### config.mk
export PLATFORM = sky130hd
export DESIGN_NAME = gdi_gate_drive
export DESIGN_NICKNAME = d
export VERILOG_FILES = /design/src/core/gdi_pkg.sv /design/src/core/gdi_gate_drive.sv /design/src/core/gdi_sync3.sv
export SDC_FILE = /design/constraint.sdc
export NUM_CORES = 1
export LEC_CHECK = 0
export BUFFER_PORTS_ARGS = -buffer_cell sky130_fd_sc_hd__buf_2
export CAP_MARGIN = 20
export CORE_MARGIN = 4
export CORE_UTILIZATION = 40
export CTS_CLUSTER_SIZE = 16
export DETAILED_ROUTE_END_ITERATION = 16
export GPL_TIMING_DRIVEN = 0
export PLACE_DENSITY = 0.6
export SKIP_CTS_REPAIR_TIMING = 1
export SYNTH_ARGS = -nofsm -noshare
export SYNTH_HDL_FRONTEND = slang
export SYNTH_SLANG_ARGS = --single-unit
### constraint.sdc
create_clock -name i_clk -period 2.85 [get_ports i_clk]
set_clock_uncertainty 0.15 [all_clocks]
set_input_delay 0.1425 -clock i_clk [delete_from_list [all_inputs] [get_ports i_clk]]
set_output_delay 0.1425 -clock i_clk [all_outputs]
set_load 0.05 [all_outputs]
### src/core/gdi_pkg.sv
/*
 * Shared constants for the two-channel gate drive input logic:
 * clock rate, dead time, response and blocking times, the layout of the
 * synchronised input vector and the half-bridge sequencer states.
 * Assumes a single 20 MHz clock domain.
 */
package gdi_pkg;

	localparam int unsigned CLK_FREQ_KHZ = 20000;

	// Fixed at build time; the host has no run-time control over it
	localparam int unsigned DEAD_TIME_NS = 1000;
	localparam int unsigned DEAD_CYC_RAW = (DEAD_TIME_NS * CLK_FREQ_KHZ + 999999) / 1000000;
	localparam logic [7:0] DEAD_CYC = (DEAD_CYC_RAW < 1) ? 8'h01 : DEAD_CYC_RAW[7:0];

	// Saturation monitoring stays blind this long after each turn-on
	localparam int unsigned RESP_TIME_NS = 4000;
	localparam int unsigned RESP_CYC_RAW = (RESP_TIME_NS * CLK_FREQ_KHZ + 999999) / 1000000;
	localparam logic [7:0] RESP_CYC = (RESP_CYC_RAW < 1) ? 8'h01 : RESP_CYC_RAW[7:0];

	// Blocking time after a fault, a longest time, so rounded down
	localparam int unsigned BLOCK_TIME_MS = 1000;
	localparam int unsigned BLOCK_CYC_DEF = BLOCK_TIME_MS * CLK_FREQ_KHZ;
	localparam int unsigned BLK_W = 25;
	localparam int unsigned TMR_W = 8;

	// Bit positions in the synchronised input vector
	localparam int unsigned SY_A = 0;
	localparam int unsigned SY_B = 1;
	localparam int unsigned SY_MODE = 2;
	localparam int unsigned SY_CLR_N = 3;
	localparam int unsigned SY_SAT1 = 4;
	localparam int unsigned SY_SAT2 = 5;
	localparam int unsigned SY_UV1 = 6;
	localparam int unsigned SY_UV2 = 7;
	localparam int unsigned SY_SUP1 = 8;
	localparam int unsigned SY_SUP2 = 9;
	localparam int unsigned SY_W = 10;
	// Idle levels of the pins: mode and clear pulled high, drives pulled low
	localparam logic [9:0] SY_RST = 10'h00c;

	localparam logic [1:0] ERR_RST = 2'h3;

	typedef enum logic [4:0] {
		HB_OFF = 5'h01,
		HB_CH1 = 5'h02,
		HB_DT2 = 5'h04,
		HB_CH2 = 5'h08,
		HB_DT1 = 5'h10
	} gdi_hb_state_t;

endpackage

### src/core/gdi_gate_drive.sv
/*
 * Input-side logic of a two-channel gate driver: mode select between
 * half-bridge with dead time and direct drive, per-channel blocking after
 * faults, error memories, open-drain status outputs and status LEDs.
 * Assumes all pin inputs are asynchronous and the channel-side fault and
 * supply indications arrive as plain levels.
 */

`timescale 1ns/10ps
module gdi_gate_drive
	import gdi_pkg::*;
#(
	parameter int unsigned P_BLOCK_CYC = BLOCK_CYC_DEF
)
(
	input wire logic i_clk,
	input wire logic i_rstn,
	input wire logic i_drive_input_a,
	input wire logic i_drive_input_b,
	input wire logic i_topology_sel,
	input wire logic i_fault_clear_n,
	input wire logic i_sat_fault_ch1,
	input wire logic i_sat_fault_ch2,
	input wire logic i_uv_fault_ch1,
	input wire logic i_uv_fault_ch2,
	input wire logic i_converter_supply_ch1,
	input wire logic i_converter_supply_ch2,
	output logic o_gate_ch1,
	output logic o_gate_ch2,
	output logic o_fault_flag_ch1_o,
	output logic o_fault_flag_ch1_oe,
	output logic o_fault_flag_ch2_o,
	output logic o_fault_flag_ch2_oe,
	output logic o_led_ch1,
	output logic o_led_ch2
);

	localparam logic [BLK_W-1:0] BLOCK_CYC = P_BLOCK_CYC[BLK_W-1:0];

	logic [SY_W-1:0] raw;
	logic [SY_W-1:0] syn;
	logic pwm;
	logic enable;
	logic direct;
	logic clr_n;
	logic [1:0] drive;
	logic [1:0] sat;
	logic [1:0] uv;
	logic [1:0] sup;

	assign raw = {i_converter_supply_ch2, i_converter_supply_ch1, i_uv_fault_ch2, i_uv_fault_ch1,
		i_sat_fault_ch2, i_sat_fault_ch1, i_fault_clear_n, i_topology_sel,
		i_drive_input_b, i_drive_input_a};

	// Reset levels stand in for the pull resistors of open pins
	gdi_sync3 #(
		.W(SY_W),
		.RST(SY_RST)
	) u_sync (
		.i_clk(i_clk),
		.i_rstn(i_rstn),
		.i_d(raw),
		.o_q(syn)
	);

	assign direct = syn[SY_MODE];
	assign pwm = syn[SY_A];
	assign enable = syn[SY_B];
	assign clr_n = syn[SY_CLR_N];
	assign drive = {syn[SY_B], syn[SY_A]};
	assign sat = {syn[SY_SAT2], syn[SY_SAT1]};
	assign uv = {syn[SY_UV2], syn[SY_UV1]};
	assign sup = {syn[SY_SUP2], syn[SY_SUP1]};

	// Drive edge detection
	logic [1:0] drive_prev_reg;
	logic [1:0] drive_prev_next;
	logic edge_seen;

	always_comb
	begin
		drive_prev_next = drive;
		edge_seen = |(drive ^ drive_prev_reg);
	end

	always_ff @(posedge i_clk or negedge i_rstn)
	begin
		if (!i_rstn)
			drive_prev_reg <= SY_RST[1:0];
		else
			drive_prev_reg <= drive_prev_next;
	end

	// Half-bridge sequencer with dead-time insertion
	gdi_hb_state_t hb_reg;
	gdi_hb_state_t hb_next;
	logic [TMR_W-1:0] dt_reg;
	logic [TMR_W-1:0] dt_next;
	logic hb_run;

	always_comb
	begin
		hb_run = !direct && enable && clr_n;
		hb_next = hb_reg;
		dt_next = (dt_reg != '0) ? dt_reg - 8'h01 : dt_reg;
		if (!hb_run)
		begin
			hb_next = HB_OFF;
			dt_next = '0;
		end
		else
		begin
			unique case (hb_reg)
				// Enabling always passes through a dead time first
				HB_OFF:
				begin
					hb_next = pwm ? HB_DT2 : HB_DT1;
					dt_next = DEAD_CYC;
				end
				HB_CH1:
				begin
					if (pwm)
					begin
						hb_next = HB_DT2;
						dt_next = DEAD_CYC;
					end
				end
				HB_DT2:
				begin
					if (!pwm)
					begin
						hb_next = HB_DT1;
						dt_next = DEAD_CYC;
					end
					else if (dt_reg == 8'h01)
						hb_next = HB_CH2;
				end
				HB_CH2:
				begin
					if (!pwm)
					begin
						hb_next = HB_DT1;
						dt_next = DEAD_CYC;
					end
				end
				HB_DT1:
				begin
					if (pwm)
					begin
						hb_next = HB_DT2;
						dt_next = DEAD_CYC;
					end
					else if (dt_reg == 8'h01)
						hb_next = HB_CH1;
				end
				// A corrupted one-hot code falls back to both off
				default:
				begin
					hb_next = HB_OFF;
					dt_next = '0;
				end
			endcase
		end
	end

	always_ff @(posedge i_clk or negedge i_rstn)
	begin
		if (!i_rstn)
		begin
			hb_reg <= HB_OFF;
			dt_reg <= '0;
		end
		else
		begin
			hb_reg <= hb_next;
			dt_reg <= dt_next;
		end
	end

	// Per-channel protection: blocking, response mask, memory, gate, LED
	logic [BLK_W-1:0] blk_reg [2];
	logic [BLK_W-1:0] blk_next [2];
	logic [TMR_W-1:0] rsp_reg [2];
	logic [TMR_W-1:0] rsp_next [2];
	logic [1:0] err_reg;
	logic [1:0] err_next;
	logic [1:0] gate_reg;
	logic [1:0] gate_next;
	logic [1:0] led_reg;
	logic [1:0] led_next;
	logic [1:0] cmd;
	logic [1:0] fault_now;
	logic [1:0] blocked;
	logic od_low_reg;

	always_comb
	begin
		// Direct mode passes both inputs with no interlock at all
		if (direct)
			cmd = drive;
		else
			cmd = {hb_reg == HB_CH2, hb_reg == HB_CH1};
		for (int i = 0; i < 2; i++)
		begin
			// Saturation only counts on a switch past its response time
			fault_now[i] = uv[i] || (sat[i] && gate_reg[i] && rsp_reg[i] == '0);
			blocked[i] = blk_reg[i] != '0;
			if (fault_now[i])
				blk_next[i] = BLOCK_CYC;
			else if (blocked[i])
				blk_next[i] = blk_reg[i] - 25'h0000001;
			else
				blk_next[i] = blk_reg[i];
			// A stored error or a block makes the channel ignore its drive
			gate_next[i] = cmd[i] && clr_n && !blocked[i] && !fault_now[i]
				&& !err_reg[i];
			if (gate_next[i] && !gate_reg[i])
				rsp_next[i] = RESP_CYC;
			else if (rsp_reg[i] != '0)
				rsp_next[i] = rsp_reg[i] - 8'h01;
			else
				rsp_next[i] = rsp_reg[i];
			led_next[i] = sup[i] && !blocked[i] && !fault_now[i];
		end
		// Clear held low overrides any edge in the same cycle
		if (!clr_n)
			err_next = 2'h0;
		else if (edge_seen && blocked == 2'h0)
			err_next = 2'h0;
		else if (edge_seen)
			err_next = err_reg | blocked;
		else
			err_next = err_reg;
	end

	always_ff @(posedge i_clk or negedge i_rstn)
	begin
		if (!i_rstn)
		begin
			// Start-up counts as a fault so the first edge must wait out the block
			for (int i = 0; i < 2; i++)
			begin
				blk_reg[i] <= BLOCK_CYC;
				rsp_reg[i] <= '0;
			end
			err_reg <= ERR_RST;
			gate_reg <= 2'h0;
			led_reg <= 2'h0;
			od_low_reg <= 1'b0;
		end
		else
		begin
			for (int i = 0; i < 2; i++)
			begin
				blk_reg[i] <= blk_next[i];
				rsp_reg[i] <= rsp_next[i];
			end
			err_reg <= err_next;
			gate_reg <= gate_next;
			led_reg <= led_next;
			od_low_reg <= 1'b0;
		end
	end

	// Open-drain status: drive low only while the memory is set
	assign o_fault_flag_ch1_o = od_low_reg;
	assign o_fault_flag_ch2_o = od_low_reg;
	assign o_fault_flag_ch1_oe = err_reg[0];
	assign o_fault_flag_ch2_oe = err_reg[1];
	assign o_gate_ch1 = gate_reg[0];
	assign o_gate_ch2 = gate_reg[1];
	assign o_led_ch1 = led_reg[0];
	assign o_led_ch2 = led_reg[1];

endmodule // gdi_gate_drive

### src/core/gdi_sync3.sv
/*
 * Three-stage input synchroniser with agreement filter, one bit per lane.
 * The output changes only once stages two and three agree.
 * Assumes inputs come from outside the clock domain; reset value per lane
 * is the level an unconnected pin settles to.
 */
`timescale 1ns/10ps
module gdi_sync3
#(
	parameter int unsigned W = 1,
	parameter logic [W-1:0] RST = '0
)
(
	input wire logic i_clk,
	input wire logic i_rstn,
	input wire logic [W-1:0] i_d,
	output logic [W-1:0] o_q
);

	logic [W-1:0] s1_reg;
	logic [W-1:0] s2_reg;
	logic [W-1:0] s3_reg;
	logic [W-1:0] q_next;

	// A lane moves only when the two settled stages agree
	always_comb
	begin
		q_next = (s2_reg & s3_reg) | (o_q & (s2_reg | s3_reg));
	end

	always_ff @(posedge i_clk or negedge i_rstn)
	begin
		if (!i_rstn)
		begin
			s1_reg <= RST;
			s2_reg <= RST;
			s3_reg <= RST;
			o_q <= RST;
		end
		else
		begin
			s1_reg <= i_d;
			s2_reg <= s1_reg;
			s3_reg <= s2_reg;
			o_q <= q_next;
		end
	end

endmodule // gdi_sync3

==> metrics <==
crit start category flip-flop; CTS clk-pin slew, worst paths 0.06 ns; f_max 362 MHz; n_diodes 0; drt drc 0; Synth Flop Type dfrtp_1; first-pass GRT wire length 19800 um; Seq/Total Area, Yosys 54.5%; Sink Count 127; Pint 3.87 mW; status finished clean; pwr/cell area 796 mW/mm2; unrepaired setup endpoints after global routing yes; Async S/R FF share, synth 100%; DP Wirelength 7490 um; CP endpoint kind flip-flop; Initial Util 40.7%; Final setup viols 0; Min Clock Period, post-route 2.76 ns; layout cells sized above 1 16.8%; Setup TNS 0 ns; yosys warns 0; post-synth top area share 42.4%; Initial DRC Count 331; drt total wl 11600 um; chip height 129 um; FF+latch count, synth 127; I/O Buffers 17; Root Buffer clkbuf_16; area grow syn2layout 19.2%; worst vdd ir 0.000478 V; Worst-Margin Slew 0.974 ns; Ports 20; Mean Syn Cell Area 10.7 um2; Max Slew Vio Count 0; crit-path max FO 10; Yosys cell types 61; H-tree Lvls 4; vias in the first global route 4154; Comb pwr share 19.6%; total power 5.60 mW; antenna violations before repair 0; Die W 129 um; Tcrit/Tclk final 96.9%; grt ovf 0; clk_lat worst skew 0.42 ns; hold crit path type input port to async pin; largest net degree at the start of global routing 104; DIE AREA 0.0167 mm2; TritonCTS clock tree done; critical path type flip-flop to flip-flop; Nets 622; WL/cell 14.6 um; Post-synth EDFFs 0; maximum capacitance violations 0; Max clock buf depth 2; P_leak 2.88 nW; Seq pwr share 42.2%; vias 4281; Tot GR Track Use 14.9%; core box area 0.0145 mm2; area leader, netlist dfrtp_1; Pre-antenna DRT Iters 4; Rel. slew slack 34.6%; Gate Count Post-Synth 550; Switching Fraction 30.9%; Core Rows 44; Worst EP required 3.02 ns; max reg flops 50; drt via density 5.38; CTS buffer count 17; Syn Std Cell Area 0.00590 mm2; net load switching power 1.73 mW; RD Place Congestion 0.822; internal reg-to-reg setup slack 0.09 ns; clock group share of total power 38.2%; top cells by area, synth dfrtp_1, dfstp_2, xor2_1, nor2_1, xnor2_1; Final ANT Viol Nets 0; final hold violation count 0; worst path arrival time 2.93 ns
-- layout by cell type, fill, tap and decap left out, types with 6 or more instances in the layout --
cell type | netlist | final
dfrtp_1 | 100 | 100
nor2_1 | 58 | 58
nand2_1 | 29 | 29
dfstp_2 | 27 | 27
xor2_1 | 25 | 25
nor3_1 | 24 | 22
a21oi_1 | 22 | 22
or4_1 | 19 | 19
buf_2 | 4 | 19
xnor2_1 | 18 | 18
clkbuf_1 | 16 | 17
clkbuf_16 | 0 | 17
o21ai_0 | 16 | 16
inv_1 | 15 | 15
nand3_1 | 12 | 11
nor4_1 | 15 | 11
ha_1 | 11 | 11
dlygate4sd3_1 | 0 | 11
maj3_1 | 10 | 10
nand3b_1 | 9 | 9
nand2b_1 | 8 | 8
or3_1 | 9 | 8
a31oi_1 | 7 | 7
o211ai_1 | 6 | 6
o31ai_1 | 6 | 6
-- stage by stage --
stage | instance area [um2] | worst slack [ns] | util, % | std cells | hold slack (ns)
finish | 7030 | 0.0873 | 48.5 | 796 | 0.00419
global route | 7030 | -0.0137 | 48.5 | 796 | 0.0272
CTS | 6830 | -0.184 | 47.2 | 785 | -0.580
detailed placement | 6250 | -0.169 | 43.2 | 753 | -0.129
global placement | 6210 | -0.132 | 42.9 | 752 | 0.0978
floorplan | 5900 | 0.255 | - | 551 | -0.303
-- area by class of cell --
cell class,instances,area [um2]
plain buffers,24,106
clock buffers,20,447
clock inverters,12,136
fillers,1324,7450
inverters,15,56.3
multi-input cells,384,2610
flip-flops and latches,127,3210
well taps,184,230
repair buffers,30,236
-- per-layer routing --
layer	wire length, um	track usage (%)	part of all wire, %
met1	5580	20.1	48
met4	155	5.87	1.3
met5	0	0	0
met3	483	4.58	4.2
met2	5400	22.5	46
-- kinds of logic after synthesis --
group                      count (synthesis)  share of synthesized area [%]
and+or+nand+nor                          222                           20.9
muxes                                      7                           1.23
adders and majority gates                 21                           4.03
DFF                                      127                           54.5
xor gates and xnor gates                  43                           6.39
buffers and inverters                     40                           2.76
AOI/OAI and AO/OA                         89                           10.1
other                                      1                         0.0636
-- worst max-delay path, stage by stage, from the launching register on --
cell and delay (ns):
dfrtp_1 0.41, or4_1 0.71, or3_4 0.46, or2_2 0.36, buf_2 0.21, a311oi_1 0.28
a41oi_1 0.08
-- power groups by stage --
stage          clock, mW  combinational [mW]  sequential, mW
3_5_place_dp           0                1.08            2.37
2_1_floorplan          0               0.817            2.33
5_1_grt             2.28                1.24            2.40
3_3_place_gp           0                1.03            2.36
6_report            2.14                1.10            2.36
4_1_cts             2.19                1.09            2.35
-- worst paths after layout --
| kind | start | to | cells after the start |
|---|---|---|---|
| worst max-delay path | blk_reg[5] | blk_reg[10] | 6 |
| worst min-delay path | i_rstn | blk_reg[15] | 2 |
| worst max register to register | blk_reg[5] | blk_reg[10] | 6 |
| worst min register to register | u_sync.s1_reg[1] | u_sync.s2_reg[1] | 0 |
| max in group asynchronous | i_rstn | u_sync.o_q[3] | 3 |
| min in group i_clk | u_sync.s1_reg[1] | u_sync.s2_reg[1] | 0 |
-- Yosys cell counts, types with 2 or more instances --
cell,n
and3_1,5
xor2_1,25
inv_1,15
a2111oi_0,3
a31oi_1,7
a21o_1,2
or3_1,9
or4b_2,2
clkbuf_1,16
ha_1,11
a211oi_1,4
nand4_1,5
nand4b_1,4
maj3_1,10
mux2_2,2
o21ai_0,16
a211o_1,2
nor4b_1,4
xnor2_1,18
nor4_2,2
buf_4,2
o211ai_1,6
nor4_1,15
and2_1,2
or4_1,19
nand3b_1,9
nand2_1,29
o31ai_1,6
nand3_1,12
nand2b_1,8
buf_2,4
a21oi_1,22
nor3b_1,4
a41oi_1,3
buf_1,3
dfrtp_1,100
o311ai_0,2
nor2b_1,5
dfstp_2,27
o41ai_1,4
mux2i_1,5
nor3_1,24
nor2_1,58
a311oi_1,2
Power figures use the tool's default switching activity.
